`config.mk`:
```
export PLATFORM = sky130hd
export DESIGN_NAME = serial_port
export DESIGN_NICKNAME = d
export VERILOG_FILES = /design/src/verilog/serial_port_pkg.sv /design/src/verilog/serial_port.sv
export SDC_FILE = /design/constraint.sdc
export NUM_CORES = 1
export LEC_CHECK = 0
export BUFFER_PORTS_ARGS = -buffer_cell sky130_fd_sc_hd__clkbuf_2
export CORE_UTILIZATION = 56
export CTS_BUF_LIST = sky130_fd_sc_hd__clkbuf_16
export CTS_CLUSTER_SIZE = 16
export DETAILED_ROUTE_END_ITERATION = 6
export PLACE_DENSITY = 0.83
export SYNTH_ARGS = -nofsm -noshare
export SYNTH_HDL_FRONTEND = slang
export SYNTH_SLANG_ARGS = --single-unit
export TNS_END_PERCENT = 50
```
`constraint.sdc`:
```
create_clock -name clk -period 7.6 [get_ports clk]
set_input_delay 0.76 -clock clk [delete_from_list [all_inputs] [get_ports clk]]
set_output_delay 0.76 -clock clk [all_outputs]
set_load 0.03 [all_outputs]
```
`src/verilog/serial_port_pkg.sv`:
```
// Constants, register map and state encodings of the two-pin serial port
package serial_port_pkg;

  // ==========================================================================
  // Register byte offsets
  localparam logic [7:0] CMD_OFS    = 8'h00;
  localparam logic [7:0] FMT_OFS    = 8'h04;
  localparam logic [7:0] IEN_SET_OFS = 8'h08;
  localparam logic [7:0] IEN_CLR_OFS = 8'h0c;
  localparam logic [7:0] IEN_OFS    = 8'h10;
  localparam logic [7:0] FLAGS_OFS  = 8'h14;
  localparam logic [7:0] RX_CHR_OFS = 8'h18;
  localparam logic [7:0] TX_CHR_OFS = 8'h1c;
  localparam logic [7:0] DIV_OFS    = 8'h20;

  // ==========================================================================
  // Command bit positions
  localparam int RX_RST_BIT = 2;
  localparam int TX_RST_BIT = 3;
  localparam int RX_EN_BIT  = 4;
  localparam int RX_DIS_BIT = 5;
  localparam int TX_EN_BIT  = 6;
  localparam int TX_DIS_BIT = 7;
  localparam int STA_RST_BIT = 8;

  // ==========================================================================
  // Format field positions and encodings
  localparam int PAR_LSB = 9;
  localparam int CH_LSB  = 14;
  localparam logic [2:0] PAR_EVEN  = 3'h0;
  localparam logic [2:0] PAR_ODD   = 3'h1;
  localparam logic [2:0] PAR_SPACE = 3'h2;
  localparam logic [2:0] PAR_MARK  = 3'h3;
  localparam logic [2:0] PAR_NONE  = 3'h4;
  localparam logic [1:0] CH_NORMAL = 2'h0;
  localparam logic [1:0] CH_ECHO   = 2'h1;
  localparam logic [1:0] CH_LOCAL  = 2'h2;
  localparam logic [1:0] CH_REMOTE = 2'h3;

  // ==========================================================================
  // Flag bit positions, shared by flag, enable-set and enable-clear registers
  localparam int RX_READY_BIT = 0;
  localparam int TX_READY_BIT = 1;
  localparam int OVR_BIT   = 5;
  localparam int FRAME_BIT = 6;
  localparam int PERR_BIT  = 7;
  localparam int TXEMP_BIT = 9;
  localparam logic [9:0] FLAG_MASK = 10'h2e3;

  // ==========================================================================
  // Reset values and timing in sampling ticks
  localparam logic [2:0]  PAR_RESET = 3'h0;
  localparam logic [1:0]  CH_RESET  = 2'h0;
  localparam logic [15:0] DIV_RESET = 16'h0000;
  localparam logic [9:0]  MASK_RESET = 10'h000;
  localparam logic [4:0]  START_LOW_TICKS = 5'h07;
  localparam logic [4:0]  FIRST_SAMPLE    = 5'h18;
  localparam logic [4:0]  BIT_TICKS       = 5'h10;
  localparam logic [3:0]  TX_PHASE_LAST   = 4'hf;

  typedef enum logic [4:0] {
    RX_IDLE  = 5'b00001,
    RX_START = 5'b00010,
    RX_DATA  = 5'b00100,
    RX_PAR   = 5'b01000,
    RX_STOP  = 5'b10000
  } rx_state_e;

  typedef enum logic [4:0] {
    TX_IDLE  = 5'b00001,
    TX_START = 5'b00010,
    TX_DATA  = 5'b00100,
    TX_PAR   = 5'b01000,
    TX_STOP  = 5'b10000
  } tx_state_e;

endpackage : serial_port_pkg

```
`src/verilog/serial_port.sv`:
```
// Two-pin asynchronous serial port with baud generator, test paths and register port
//
// The implementer's own choice: strobed register access.

module serial_port (
  input  wire logic        clk,
  input  wire logic        arst_n,
  input  wire logic        clk_en,
  input  wire logic [7:0]  addr,
  input  wire logic [31:0] wdata,
  input  wire logic        wr,
  input  wire logic        rd,
  output logic      [31:0] rdata,
  input  wire logic        serial_in_pin,
  output logic             serial_out_pin,
  output logic             irq
);

  typedef struct packed {
    logic [2:0]                check_bit_type;
    logic [1:0]                test_path_select;
    logic [15:0]               baud_divisor;
    logic [9:0]                mask;
    logic [15:0]               div_cnt;
    logic                      sync1;
    logic                      sync2;
    logic                      rx_en;
    logic                      rx_dis_pend;
    serial_port_pkg::rx_state_e rx_st;
    logic [4:0]                rx_cnt;
    logic [2:0]                rx_idx;
    logic [7:0]                rx_shift;
    logic                      rx_par_bit;
    logic [7:0]                rhr;
    logic                      rx_ready;
    logic                      ovr;
    logic                      perr;
    logic                      frame;
    logic                      tx_en;
    logic                      tx_dis_pend;
    serial_port_pkg::tx_state_e tx_st;
    logic [3:0]                tx_phase;
    logic [2:0]                tx_idx;
    logic [7:0]                tx_shift;
    logic                      tx_par;
    logic [7:0]                thr;
    logic                      thr_full;
    logic                      tx_out;
    logic                      out_pin;
    logic                      irq;
    logic [31:0]               rdata;
  } state_s;

  state_s     q;
  state_s     n;
  logic       samp_tick;
  logic       tx_bit_tick;
  logic       rx_line;
  logic       rx_done;
  logic       cmd_wr;
  logic [9:0] flags;

  // Parity bit that accompanies a data byte for a given type
  function automatic logic parity_of(input logic [7:0] d, input logic [2:0] t);
    logic p;
    p = 1'b0;
    unique case (t)
      serial_port_pkg::PAR_EVEN:  p = ^d;
      serial_port_pkg::PAR_ODD:   p = ~^d;
      serial_port_pkg::PAR_SPACE: p = 1'b0;
      serial_port_pkg::PAR_MARK:  p = 1'b1;
      default:                    p = 1'b0;
    endcase
    return p;
  endfunction : parity_of

  // ==========================================================================
  // Next-state logic
  always_comb begin
    n           = q;
    samp_tick   = 1'b0;
    tx_bit_tick = 1'b0;
    rx_done     = 1'b0;
    cmd_wr      = wr && (addr == serial_port_pkg::CMD_OFS);
    flags       = 10'h000;
    flags[serial_port_pkg::RX_READY_BIT] = q.rx_ready;
    flags[serial_port_pkg::TX_READY_BIT] = q.tx_en && !q.thr_full;
    flags[serial_port_pkg::OVR_BIT]   = q.ovr;
    flags[serial_port_pkg::FRAME_BIT] = q.frame;
    flags[serial_port_pkg::PERR_BIT]  = q.perr;
    flags[serial_port_pkg::TXEMP_BIT] = q.tx_en && !q.thr_full && (q.tx_st == serial_port_pkg::TX_IDLE);

    n.sync1 = serial_in_pin;
    n.sync2 = q.sync1;
    // Local loop hides the pin from the receiver
    rx_line = (q.test_path_select == serial_port_pkg::CH_LOCAL) ? q.tx_out : q.sync2;

    // Sampling tick; remote loop also freezes both engines
    if (q.baud_divisor == 16'h0000 || q.test_path_select == serial_port_pkg::CH_REMOTE) begin
      n.div_cnt = 16'h0000;
    // A count left above a freshly lowered divisor ends the period at once
    end else if (q.div_cnt >= q.baud_divisor - 16'h0001) begin
      n.div_cnt = 16'h0000;
      samp_tick = 1'b1;
    end else begin
      n.div_cnt = q.div_cnt + 16'h0001;
    end

    // Register reads; read data is zero except the cycle after a read
    n.rdata = 32'h0000_0000;
    if (rd) begin
      unique case (addr)
        serial_port_pkg::FMT_OFS: begin
          n.rdata[serial_port_pkg::PAR_LSB +: 3] = q.check_bit_type;
          n.rdata[serial_port_pkg::CH_LSB +: 2]  = q.test_path_select;
        end
        serial_port_pkg::IEN_OFS:    n.rdata[9:0]  = q.mask;
        serial_port_pkg::FLAGS_OFS:  n.rdata[9:0]  = flags;
        serial_port_pkg::RX_CHR_OFS: begin
          n.rdata[7:0] = q.rhr;
          n.rx_ready   = 1'b0;
        end
        serial_port_pkg::DIV_OFS:    n.rdata[15:0] = q.baud_divisor;
        default:                     n.rdata = 32'h0000_0000;
      endcase
    end

    // Register writes
    if (wr) begin
      unique case (addr)
        serial_port_pkg::FMT_OFS: begin
          n.check_bit_type   = wdata[serial_port_pkg::PAR_LSB +: 3];
          n.test_path_select = wdata[serial_port_pkg::CH_LSB +: 2];
        end
        serial_port_pkg::IEN_SET_OFS: n.mask = q.mask | (wdata[9:0] & serial_port_pkg::FLAG_MASK);
        serial_port_pkg::IEN_CLR_OFS: n.mask = q.mask & ~(wdata[9:0] & serial_port_pkg::FLAG_MASK);
        serial_port_pkg::TX_CHR_OFS: begin
          if (q.tx_en) begin
            n.thr      = wdata[7:0];
            n.thr_full = 1'b1;
          end
        end
        serial_port_pkg::DIV_OFS: n.baud_divisor = wdata[15:0];
        default: ;
      endcase
    end
    if (cmd_wr && wdata[serial_port_pkg::STA_RST_BIT]) begin
      n.ovr   = 1'b0;
      n.perr  = 1'b0;
      n.frame = 1'b0;
    end

    // Enable and disable commands; disable beats enable
    if (cmd_wr) begin
      if (wdata[serial_port_pkg::RX_DIS_BIT]) begin
        if (q.rx_st == serial_port_pkg::RX_IDLE) begin
          n.rx_en = 1'b0;
        end else begin
          n.rx_dis_pend = 1'b1;
        end
      end else if (wdata[serial_port_pkg::RX_EN_BIT]) begin
        n.rx_en       = 1'b1;
        n.rx_dis_pend = 1'b0;
      end
      if (wdata[serial_port_pkg::TX_DIS_BIT]) begin
        n.tx_dis_pend = 1'b1;
      end else if (wdata[serial_port_pkg::TX_EN_BIT]) begin
        n.tx_en       = 1'b1;
        n.tx_dis_pend = 1'b0;
      end
    end

    // Receiver, advanced once per sampling tick
    if (samp_tick) begin
      unique case (q.rx_st)
        serial_port_pkg::RX_IDLE: begin
          if (q.rx_en && !rx_line && !q.rx_dis_pend) begin
            n.rx_st  = serial_port_pkg::RX_START;
            n.rx_cnt = 5'h00;
          end
        end
        serial_port_pkg::RX_START: begin
          n.rx_cnt = q.rx_cnt + 5'h01;
          if (rx_line) begin
            n.rx_st = serial_port_pkg::RX_IDLE;
          end else if (n.rx_cnt == serial_port_pkg::START_LOW_TICKS) begin
            n.rx_st  = serial_port_pkg::RX_DATA;
            n.rx_idx = 3'h0;
          end
        end
        serial_port_pkg::RX_DATA, serial_port_pkg::RX_PAR, serial_port_pkg::RX_STOP: begin
          n.rx_cnt = q.rx_cnt + 5'h01;
          if (n.rx_cnt == serial_port_pkg::FIRST_SAMPLE) begin
            // Rewind so the next sample lands one bit later
            n.rx_cnt = serial_port_pkg::FIRST_SAMPLE - serial_port_pkg::BIT_TICKS;
            if (q.rx_st == serial_port_pkg::RX_DATA) begin
              n.rx_shift = {rx_line, q.rx_shift[7:1]};
              n.rx_idx   = q.rx_idx + 3'h1;
              if (q.rx_idx == 3'h7) begin
                n.rx_st = (q.check_bit_type == serial_port_pkg::PAR_NONE) ?
                          serial_port_pkg::RX_STOP : serial_port_pkg::RX_PAR;
              end
            end else if (q.rx_st == serial_port_pkg::RX_PAR) begin
              n.rx_par_bit = rx_line;
              n.rx_st      = serial_port_pkg::RX_STOP;
            end else begin
              rx_done = 1'b1;
              n.rx_st = serial_port_pkg::RX_IDLE;
              n.rhr   = q.rx_shift;
              n.rx_ready = 1'b1;
              if (q.rx_ready) begin
                n.ovr = 1'b1;
              end
              if (q.check_bit_type != serial_port_pkg::PAR_NONE &&
                  q.rx_par_bit != parity_of(q.rx_shift, q.check_bit_type)) begin
                n.perr = 1'b1;
              end
              if (!rx_line) begin
                n.frame = 1'b1;
              end
            end
          end
        end
      endcase
    end
    if (n.rx_dis_pend && n.rx_st == serial_port_pkg::RX_IDLE) begin
      n.rx_en       = 1'b0;
      n.rx_dis_pend = 1'b0;
    end

    // Transmitter, one step per sixteen ticks
    if (samp_tick) begin
      n.tx_phase  = q.tx_phase + 4'h1;
      tx_bit_tick = (q.tx_phase == serial_port_pkg::TX_PHASE_LAST);
    end
    if (tx_bit_tick) begin
      unique case (q.tx_st)
        serial_port_pkg::TX_IDLE, serial_port_pkg::TX_STOP: begin
          n.tx_out = 1'b1;
          n.tx_st  = serial_port_pkg::TX_IDLE;
          if (q.tx_en && q.thr_full) begin
            n.tx_shift = q.thr;
            n.tx_par   = parity_of(q.thr, q.check_bit_type);
            n.thr_full = n.thr_full && (wr && addr == serial_port_pkg::TX_CHR_OFS);
            n.tx_st    = serial_port_pkg::TX_START;
            n.tx_out   = 1'b0;
          end
        end
        serial_port_pkg::TX_START: begin
          n.tx_out   = q.tx_shift[0];
          n.tx_shift = {1'b0, q.tx_shift[7:1]};
          n.tx_idx   = 3'h0;
          n.tx_st    = serial_port_pkg::TX_DATA;
        end
        serial_port_pkg::TX_DATA: begin
          n.tx_idx = q.tx_idx + 3'h1;
          if (q.tx_idx != 3'h7) begin
            n.tx_out   = q.tx_shift[0];
            n.tx_shift = {1'b0, q.tx_shift[7:1]};
          end else if (q.check_bit_type == serial_port_pkg::PAR_NONE) begin
            n.tx_out = 1'b1;
            n.tx_st  = serial_port_pkg::TX_STOP;
          end else begin
            n.tx_out = q.tx_par;
            n.tx_st  = serial_port_pkg::TX_PAR;
          end
        end
        serial_port_pkg::TX_PAR: begin
          n.tx_out = 1'b1;
          n.tx_st  = serial_port_pkg::TX_STOP;
        end
      endcase
    end
    if (n.tx_dis_pend && !n.thr_full && n.tx_st == serial_port_pkg::TX_IDLE) begin
      n.tx_en       = 1'b0;
      n.tx_dis_pend = 1'b0;
    end

    // Resets win over the states and enables the engines set this cycle
    if (cmd_wr && wdata[serial_port_pkg::RX_RST_BIT]) begin
      n.rx_st       = serial_port_pkg::RX_IDLE;
      n.rx_en       = 1'b0;
      n.rx_dis_pend = 1'b0;
    end
    if (cmd_wr && wdata[serial_port_pkg::TX_RST_BIT]) begin
      n.tx_st       = serial_port_pkg::TX_IDLE;
      n.tx_en       = 1'b0;
      n.tx_dis_pend = 1'b0;
      n.thr_full    = 1'b0;
      n.tx_out      = 1'b1;
    end

    // Output pin path
    unique case (q.test_path_select)
      serial_port_pkg::CH_NORMAL: n.out_pin = q.tx_out;
      serial_port_pkg::CH_ECHO:   n.out_pin = q.sync2;
      serial_port_pkg::CH_LOCAL:  n.out_pin = 1'b1;
      serial_port_pkg::CH_REMOTE: n.out_pin = q.sync2;
    endcase
    n.irq = |(flags & q.mask);
  end

  // ==========================================================================
  // State register
  always_ff @(posedge clk or negedge arst_n) begin
    if (!arst_n) begin
      q                  <= '0;
      q.check_bit_type   <= serial_port_pkg::PAR_RESET;
      q.test_path_select <= serial_port_pkg::CH_RESET;
      q.baud_divisor     <= serial_port_pkg::DIV_RESET;
      q.mask             <= serial_port_pkg::MASK_RESET;
      q.sync1            <= 1'b1;
      q.sync2            <= 1'b1;
      q.rx_st            <= serial_port_pkg::RX_IDLE;
      q.tx_st            <= serial_port_pkg::TX_IDLE;
      q.tx_out           <= 1'b1;
      q.out_pin          <= 1'b1;
    end else if (clk_en) begin
      q <= n;
    end
  end

  assign rdata          = q.rdata;
  assign serial_out_pin = q.out_pin;
  assign irq            = q.irq;
endmodule : serial_port

```
==> run_results.csv, run 1 <==
group,metric,value,unit
timing,fin_tns_setup,0,ns
critical_path,critPathMaxStageDelay,0.63,ns
logic_synthesis,postSynthAreaPerCell,9.64,sq um
critical_path,critical_path_arrival,5.26,ns
grt,grt_max_degree,88,
cells_and_area,fillers,1043,
clocking,clkTransAtPathRegs,0.06,ns
critical_path,cp_common_cell,"or3_1",
drt,drc,3,
timing,tightest_slew,1.10,ns
critical_path,start_kind,"flip-flop",
critical_path,critPathLaunch,"q[133]",
logic_synthesis,ys_types,79,
timing,fin_skew,0.00999,ns
placed_design,dp.cells,987,
clocking,cts_tree,"built",
timing,finalSetupViolCount,0,
clocking,ctsHoldBuffers,0,
grt,grt_use_total,26.9,%
critical_path,r2r_start,"q[133]",
timing,whs,0.266,ns
cells_and_area,final_cell_mix,"126 x dfrtp_1, 89 x nand2_1, 49 x inv_1",
clocking,cts_max_level,4,
power_and_ir_drop,power.density,200,mW/mm^2
drt,wl_per_cell,17.8,microns
timing,drv_slew,0,
clocking,post_cts_buffers,0,
timing,clock.fmax,0.203,GHz
critical_path,path_max_fanout,25,
timing,hold_violations,0,
die,dieHeight,120,microns
cells_and_area,final_common_cell,"dfrtp_1",
cells_and_area,area_delta_synth_final,8.68,%
die,row_count,42,
status,status,"finished, violations left",
die,io_pins,80,
drt,ant_nets,0,
clocking,clock-sinks,132,
grt,grt_first_pass_wirelength,29900,microns
cells_and_area,antenna_cells,0,
logic_synthesis,synth_edf_count,0,
placed_design,dp_hpwl,12800,microns
placed_design,place_ws,2.72,ns
logic_synthesis,synth_cells,807,
critical_path,path_cells,"nor3_1, or3b_2, or3_1, nor4_1, xnor2_1, ha_1, and4_1, a2111oi_0, o21a_1, nand3_1, or3_1, o221ai_1",
timing,setup_slack,2.66,ns
die,initial_core_util,58.1,%
logic_synthesis,synthFlopType,"dfrtp_1",
drt,via_per_inst,6.13,
drt,drt_iter0_markers,710,
die,die_w,120,microns
grt,grtUsageMet1,37.1,%
logic_synthesis,synthArstFlopShare,100,%
status,violations,"design-rule violations",
timing,fin_crit,4.94,ns
cells_and_area,nets,901,
die,dieArea,0.0144,sq mm
placed_design,place.gp.congestion,0.950,
timing,post-route-period-util,65.0,%
grt,grt_overflow,0,
placed_design,io_buffers,47,
critical_path,slowest_stage,"nand3_1",
cells_and_area,stdcell_count,1019,
timing,rsz0062_at_grt,"no",
clocking,cts_root_buffer,"clkbuf_16",
drt,routed_wl,18200,microns
grt,grt_busiest_layer,"met2",
clocking,cts_made_buffers,17,
grt,met2_usage,40.4,%
critical_path,critPathKind,"reg2reg",
power_and_ir_drop,p_leak,4.00,nW
grt,grt_pass1_vias,5878,
timing,maxSlewHeadroom,26.8,%
die,coreArea,0.0134,sq mm
drt,vias,6249,
clocking,clock_path_buffers,2,
grt,grtUsageMet3,5.51,%
clocking,ctsResizeCount,0,
logic_synthesis,synth-seq-area-share,42.6,%
critical_path,r2r-end,"q[120]",
critical_path,reg2regPathDepth,12,
critical_path,cp_data_required_time,7.92,ns
logic_synthesis,syn-cell-area,0.00778,sq mm
clocking,clock_latency,0.43,ns
logic_synthesis,ys_seq_elements,132,
cells_and_area,drive_gt1_share,16.7,%
power_and_ir_drop,irDropWorstVdd,203,uV
grt,antenna_found_initial,0,
critical_path,cp-end-kind,"flip-flop",
logic_synthesis,ys_warn_count,0,
job,maxCapViolations,0,
critical_path,endpoint,"q[120]",
drt,firstDrtPassIters,7,
critical_path,r2r_slack,2.66,ns
worst_hold_path,hp-class,"in2async",
[how the worst min path moves through the flow]
| stage | startpoint | endpoint | depth (start not counted) |
|---|---|---|---|
| finish | arst_n | q[151] | 1 |
| global route | arst_n | q[90] | 1 |
| floorplan | q[59] | q[59] | 1 |
| global placement | q[59] | q[59] | 1 |
| CTS | arst_n | q[151] | 1 |
| detailed placement | q[59] | q[59] | 1 |
[synthesized netlist by cell type, types with 5 or more instances]
cell type	n	share of area, %
or3_1	10	0.80
a21oi_1	30	1.9
a22oi_1	11	1.1
o31ai_1	6	0.58
dfrtp_1	126	41
clkbuf_1	21	1.0
nor4_1	6	0.48
xor2_1	8	0.90
mux2_1	11	1.6
a221oi_1	6	0.68
ha_1	25	4.0
nor3_1	14	0.90
mux2_2	37	5.4
mux2i_1	14	1.8
nor2_1	41	2.0
xnor2_1	28	3.2
nand2b_1	9	0.72
nand4_1	12	0.96
nand2_1	89	4.3
o21ai_1	13	0.84
o22ai_1	18	1.4
dfstp_2	6	2.0
o21ai_0	44	2.8
a211oi_1	5	0.48
nand3_1	23	1.5
and2_1	6	0.48
inv_1	42	2.0
and3_1	21	1.7
buf_4	32	3.1
[state kept, by name, summed over array words and instances (netlist names), named ones only]
signal / cells
irq: 1
n: 1
rdata: 16
q: 103
serial_out_pin: 1
flags: 4
[layer usage]
metal | vias up | wire (microns)
met5 | - | 0
met4 | 0 | 583
met3 | 41 | 1410
met2 | 269 | 8100
met1 | 3013 | 8070
li1 | 2926 | -
[layout make-up]
class	instances	area (sq um)	share of cell area, %
Clock buffer	17	425	5.03
Multi-Input combinational cell	586	3980	47.1
Timing Repair Buffer	51	272	3.21
Sequential cell	132	3310	39.2
Tap cell	176	220	2.60
Inverter	42	158	1.86
Clock inverter	15	90.1	1.07
[cell families after synthesis]
| logic type | after synthesis | synth area share (%) |
|---|---|---|
| AOI/OAI and AO/OA | 184 | 16.1 |
| xor gates and xnor gates | 36 | 4.05 |
| adders and majority gates | 25 | 4.02 |
| buffers and inverters | 104 | 7.01 |
| DFF | 132 | 42.6 |
| muxes | 62 | 8.75 |
| other | 1 | 0.0482 |
| and+or+nand+nor | 263 | 17.4 |
[through the flow]
stage / utilization, % / instance area, sq um / power [mW]
finish: 63.1 / 8460 / 1.69
CTS: 63.1 / 8460 / 1.69
floorplan: - / 7840 / 0.918
global route: 63.1 / 8460 / 1.75
global placement: 59.3 / 7940 / 0.964
detailed placement: 59.3 / 7940 / 0.968
[worst max-delay path, delay by kind of cell (launching register included)]
family / cells / cell delay (ns)
and+or+nand+nor: 7 / 2.96
AOI/OAI and AO/OA: 3 / 1.01
DFF: 1 / 0.43
adders and majority gates: 1 / 0.27
xor gates and xnor gates: 1 / 0.16
[power breakdown]
group / switching (mW) / internal, mW / leakage (nW)
sequential: 0.0257 / 0.723 / 1.78
combinational: 0.136 / 0.0772 / 1.94
clock: 0.293 / 0.434 / 0.277
No activity file was read; power rests on OpenSTA's default activity.
==> run 2, diff against run 1 <==
==> constraint.sdc (replaced) <==
create_clock -name clk -period 4.88 [get_ports clk]
set_input_delay 0.488 -clock clk [delete_from_list [all_inputs] [get_ports clk]]
set_output_delay 0.488 -clock clk [all_outputs]
set_load 0.03 [all_outputs]
==> run 2 against run 1 <==
The flow now finishes without violations. Fmax is 8.6% higher. Clock-buffer cell count stayed put. First-iteration DRC count is 2.4% higher. Power is 54% higher. Worst hold slack worse by 0.13 ns. Clock skew is 0.0082 ns higher. Routed wire length is 0.24% lower. Critical endpoint is now q[77]. Largest cell class unchanged.
==> run_results.csv, run 2 (synthesis results as in run 1) <==
group,metric,value,unit
critical_path,reg2regPathDepth,14,
power_and_ir_drop,p_seq_share,44.9,%
grt,grt_use_total,26.7,%
job,maxCapViolations,0,
power_and_ir_drop,intPower,1.88,mW
power_and_ir_drop,pwr-share-comb,12.9,%
critical_path,r2r_start,"q[133]",
clocking,clkTransAtPathRegs,0.06,ns
grt,grt_overflow,0,
clocking,cts_made_buffers,17,
clocking,ctsResizeCount,0,
status,status,"finished, final reports clean",
power_and_ir_drop,switching_power,0.724,mW
grt,grt_busiest_layer,"met2",
die,dieArea,0.0144,sq mm
critical_path,cp_common_cell,"nor3_1",
critical_path,critical_path_arrival,4.85,ns
placed_design,dp_hpwl,12800,microns
die,initial_core_util,58.1,%
power_and_ir_drop,irDropWorstVdd,274,uV
timing,clock.fmax,0.220,GHz
cells_and_area,antenna_cells,0,
clocking,ctsHoldBuffers,0,
critical_path,cp-end-kind,"flip-flop",
drt,vias,6260,
clocking,cts_tree,"built",
die,row_count,42,
critical_path,start_kind,"flip-flop",
die,dieHeight,120,microns
placed_design,place.gp.congestion,0.920,
drt,firstDrtPassIters,5,
drt,ant_nets,0,
die,coreArea,0.0134,sq mm
timing,maxSlewHeadroom,29.5,%
timing,fin_skew,0.0182,ns
critical_path,cp_num_buf_inv,1,
critical_path,cp_data_required_time,5.18,ns
die,io_pins,80,
placed_design,io_buffers,47,
clocking,post_cts_buffers,0,
timing,hold_violations,0,
critical_path,critPathKind,"reg2reg",
critical_path,path_cells,"nor3_1, or3b_2, or3_1, nor4_1, xnor2_1, ha_1, nand4_1, nor3_1, a2111oi_1, o21ai_0, buf_4, and3_1, nand2_4, mux2_1",
drt,drc,0,
grt,grtUsageMet1,36.9,%
placed_design,dp.cells,990,
grt,grt_pass1_vias,5752,
grt,grt_first_pass_wirelength,29500,microns
clocking,clock-sinks,132,
drt,drt_iter0_markers,727,
power_and_ir_drop,swShare,27.8,%
timing,fin_crit,4.55,ns
cells_and_area,area_delta_synth_final,8.85,%
timing,fin_tns_setup,0,ns
grt,grt_max_degree,89,
critical_path,r2r_slack,0.33,ns
power_and_ir_drop,power.density,307,mW/mm^2
drt,routed_wl,18100,microns
grt,met2_usage,40.6,%
timing,post-route-period-util,93.2,%
critical_path,path_max_fanout,11,
grt,antenna_found_initial,0,
drt,wl_per_cell,17.7,microns
clocking,cts_max_level,4,
cells_and_area,largest_reg_flops,103,
timing,rsz0062_at_grt,"no",
cells_and_area,drive_gt1_share,17.8,%
critical_path,critPathMaxStageDelay,0.53,ns
critical_path,r2r-end,"q[77]",
die,die_w,120,microns
drt,via_per_inst,6.13,
timing,drv_slew,0,
worst_hold_path,hp-class,"in2async",
cells_and_area,stdcell_count,1021,
power_and_ir_drop,p_leak,4.00,nW
critical_path,path_delay_family,"simple AND/OR/NAND/NOR gates",
grt,grtUsageMet3,6.61,%
cells_and_area,nets,904,
cells_and_area,final_cell_mix,"126 x dfrtp_1, 89 x nand2_1, 46 x clkbuf_2",
clocking,clock_path_buffers,2,
clocking,clock_latency,0.44,ns
cells_and_area,max_flop_register,"q",
cells_and_area,final_common_cell,"dfrtp_1",
clocking,cts_root_buffer,"clkbuf_16",
timing,tightest_slew,1.05,ns
power_and_ir_drop,power.share.clock,42.2,%
timing,finalSetupViolCount,0,
critical_path,slowest_stage,"or3b_2",
==> run 2: power by group through the flow <==
stage               Sequential, mW  Clock (mW)  Combinational, mW
finish                        1.17        1.10              0.337
detailed placement            1.18           0              0.332
CTS                           1.17        1.11              0.335
global placement              1.18           0              0.320
global route                  1.17        1.16              0.370
floorplan                     1.17           0              0.264
==> run 2: final cells by class <==
cell class / count / area, sq um
Fill cell: 1049 / 4930
Multi-Input combinational cell: 586 / 3990
Clock inverter: 14 / 73.8
Clock buffer: 17 / 425
Sequential cell: 132 / 3310
Inverter: 42 / 158
Tap cell: 176 / 220
Timing Repair Buffer: 54 / 294
==> run 2: worst max path at each step <==
stage,depth (start not counted),endpoint,slack [ns],from
after floorplan,14,q[102],0.85,q[133]
final,14,q[77],0.33,q[133]
after global placement,13,q[78],0.35,q[133]
after detailed placement,13,q[73],0.28,q[133]
after CTS,13,q[77],0.24,q[133]
after global routing,14,q[71],0.03,q[133]
==> run 2: worst reg2reg max path: stages (launching register included) <==
cell       delay [ns]
dfrtp_1          0.43
nor3_1           0.27
or3b_2           0.53
or3_1            0.44
nor4_1           0.31
xnor2_1          0.17
ha_1             0.28
nand4_1          0.14
nor3_1           0.07
a2111oi_1        0.47
o21ai_0          0.17
buf_4            0.23
and3_1           0.36
nand2_4          0.22
mux2_1           0.35
==> run 2: stage by stage <==
step	utilization, %	hold WS (ns)	instance area [sq um]	total power [mW]	setup slack (ns)
after global routing	63.2	0.196	8470	2.70	0.0304
after global placement	59.4	0.458	7960	1.50	0.352
final	63.2	0.134	8470	2.60	0.334
after CTS	63.1	0.165	8460	2.61	0.235
after detailed placement	59.4	0.465	7960	1.52	0.278
after floorplan	-	0.192	7840	1.43	0.848
==> run 2: per-layer routing <==
| metal | vias to the layer above | wire [microns] |
|---|---|---|
| met2 | 257 | 8300 |
| met4 | 0 | 457 |
| met5 | - | 0 |
| met3 | 44 | 1180 |
| met1 | 3041 | 8170 |
| li1 | 2918 | - |
==> run 3, diff against run 2 <==
--- a/config.mk
+++ b/config.mk
@@ -11,6 +11,7 @@
 export CTS_CLUSTER_SIZE = 16
 export DETAILED_ROUTE_END_ITERATION = 6
 export PLACE_DENSITY = 0.83
+export REMOVE_ABC_BUFFERS = 1
 export SYNTH_ARGS = -nofsm -noshare
 export SYNTH_HDL_FRONTEND = slang
 export SYNTH_SLANG_ARGS = --single-unit
==> run 3 against run 2 <==
Global-route usage grew 0.52 points. Flip-flop and latch count stayed put. Fmax decreased by 1.9%. Critical path depth is 1 higher. Worst hold slack better by 0.032 ns. Power is 9.8% higher. Sequential power barely moved. Sequential share of layout area fell by 0.57 points. Via count up 0.21%. Largest power group is now the clock network.
==> run_results.csv, run 3 (synthesis results as in run 1) <==
group,metric,value,unit
status,status,"finished, final reports clean",
grt,grt_first_pass_wirelength,30200,microns
timing,fin_skew,0.00554,ns
cells_and_area,nets,904,
clocking,clock-sinks,132,
grt,grtUsageMet3,7.27,%
cells_and_area,final_common_cell,"dfrtp_1",
critical_path,critical_path_arrival,4.97,ns
cells_and_area,max_flop_register,"q",
drt,routed_wl,18600,microns
clocking,post_cts_buffers,0,
critical_path,path_max_fanout,11,
placed_design,dp.cells,990,
drt,drc,0,
timing,drv_slew,0,
clocking,cts_made_buffers,17,
critical_path,r2r_slack,0.24,ns
cells_and_area,fin_util,64.1,%
grt,grtUsageMet1,35.5,%
cells_and_area,largest_reg_flops,103,
drt,drt_iter0_markers,784,
die,io_pins,80,
timing,whs,0.166,ns
grt,grt_max_degree,95,
grt,grt_pass1_vias,6001,
cells_and_area,antenna_cells,0,
die,die_w,120,microns
critical_path,start_kind,"flip-flop",
worst_hold_path,hp-class,"in2async",
timing,tightest_slew,1.08,ns
die,dieArea,0.0144,sq mm
cells_and_area,final_cell_mix,"126 x dfrtp_1, 89 x nand2_1, 46 x clkbuf_2",
drt,ant_nets,0,
critical_path,cp_data_required_time,5.21,ns
power_and_ir_drop,power.density,332,mW/mm^2
critical_path,r2r-end,"q[66]",
cells_and_area,final_area,0.00859,sq mm
cells_and_area,drive_gt1_share,18.2,%
clocking,clock_path_buffers,2,
timing,finalSetupViolCount,0,
timing,fin_crit,4.64,ns
die,row_count,42,
timing,rsz0062_at_grt,"no",
critical_path,critPathKind,"reg2reg",
grt,antenna_found_initial,0,
placed_design,place.gp.congestion,0.871,
power_and_ir_drop,p_leak,4.02,nW
clocking,cts_tree,"built",
clocking,cts_root_buffer,"clkbuf_16",
clocking,ctsResizeCount,0,
clocking,clkTransAtPathRegs,0.06,ns
drt,firstDrtPassIters,5,
drt,wl_per_cell,18.2,microns
placed_design,place_ws,0.0946,ns
timing,post-route-period-util,95.0,%
placed_design,io_buffers,47,
clocking,cts_max_level,4,
job,maxCapViolations,0,
critical_path,reg2regPathDepth,15,
cells_and_area,area_delta_synth_final,10.5,%
timing,setup_slack,0.244,ns
critical_path,r2r_start,"q[133]",
die,dieHeight,120,microns
die,coreArea,0.0134,sq mm
placed_design,dp_hpwl,12800,microns
grt,grt_busiest_layer,"met2",
placed_design,place_area,0.00796,sq mm
drt,vias,6273,
cells_and_area,fillers,1061,
clocking,ctsHoldBuffers,0,
timing,clock.fmax,0.216,GHz
clocking,clock_latency,0.42,ns
cells_and_area,stdcell_count,1022,
critical_path,cp-end-kind,"flip-flop",
timing,fin_tns_setup,0,ns
grt,grt_use_total,27.2,%
timing,hold_violations,0,
power_and_ir_drop,irDropWorstVdd,258,uV
power_and_ir_drop,power,2.85,mW
drt,via_per_inst,6.14,
timing,maxSlewHeadroom,27.6,%
die,initial_core_util,58.1,%
grt,met2_usage,42.1,%
grt,grt_overflow,0,
==> run 3: cell count changes in the layout (fill, tap and decap cells not counted), sizes merged <==
| cell | before | now |
|---|---|---|
| clkinvlp | 3 | 5 |
| bufinv | 0 | 4 |
| clkinv | 10 | 6 |
| inv | 43 | 42 |
==> run 3: area by class of cell <==
| cell class | count | area (sq um) | share of cell area, % |
|---|---|---|---|
| Timing Repair Buffer | 54 | 294 | 3.42 |
| Inverter | 42 | 158 | 1.83 |
| Clock buffer | 17 | 425 | 4.95 |
| Clock inverter | 15 | 189 | 2.20 |
| Multi-Input combinational cell | 586 | 4000 | 46.5 |
| Sequential cell | 132 | 3310 | 38.5 |
| Tap cell | 176 | 220 | 2.56 |
==> run 3: how the worst max path moves through the flow <==
stage	start	slack [ns]	depth (start not counted)	to
finish	q[133]	0.24	15	q[66]
global route	q[133]	0.004	15	q[61]
CTS	q[133]	0.01	13	q[74]
floorplan	q[133]	0.44	13	q[71]
detailed placement	q[133]	0.09	13	q[74]
global placement	q[133]	0.25	13	q[78]
==> run 3: power by group <==
| group | internal, mW | switching [mW] | leakage (nW) | total (mW) |
|---|---|---|---|---|
| combinational | 0.123 | 0.221 | 1.96 | 0.345 |
| sequential | 1.13 | 0.0425 | 1.78 | 1.17 |
| clock | 0.847 | 0.495 | 0.286 | 1.34 |
| total | 2.10 | 0.759 | 4.02 | 2.85 |
==> run 3: worst max-delay path, cell delays in order (launching register included) <==
cell and delay, ns:
dfrtp_1 0.44, nor3_1 0.29, or3b_2 0.54, or3_1 0.46, nor4_1 0.38, xnor2_1 0.12
ha_1 0.33, nand4_1 0.14, nor2_1 0.17, o2111ai_1 0.16, o21ai_0 0.19, buf_4 0.24
nand3_1 0.18, or3_1 0.44, and4_1 0.23, a211oi_1 0.22
==> run 3: layer usage <==
metal | up-vias | share of wire, % | routed length [microns]
met2 | 261 | 46 | 8560
met4 | 0 | 3.3 | 620
met5 | - | 0 | 0
li1 | 2924 | - | -
met3 | 47 | 6.8 | 1250
met1 | 3041 | 44 | 8120
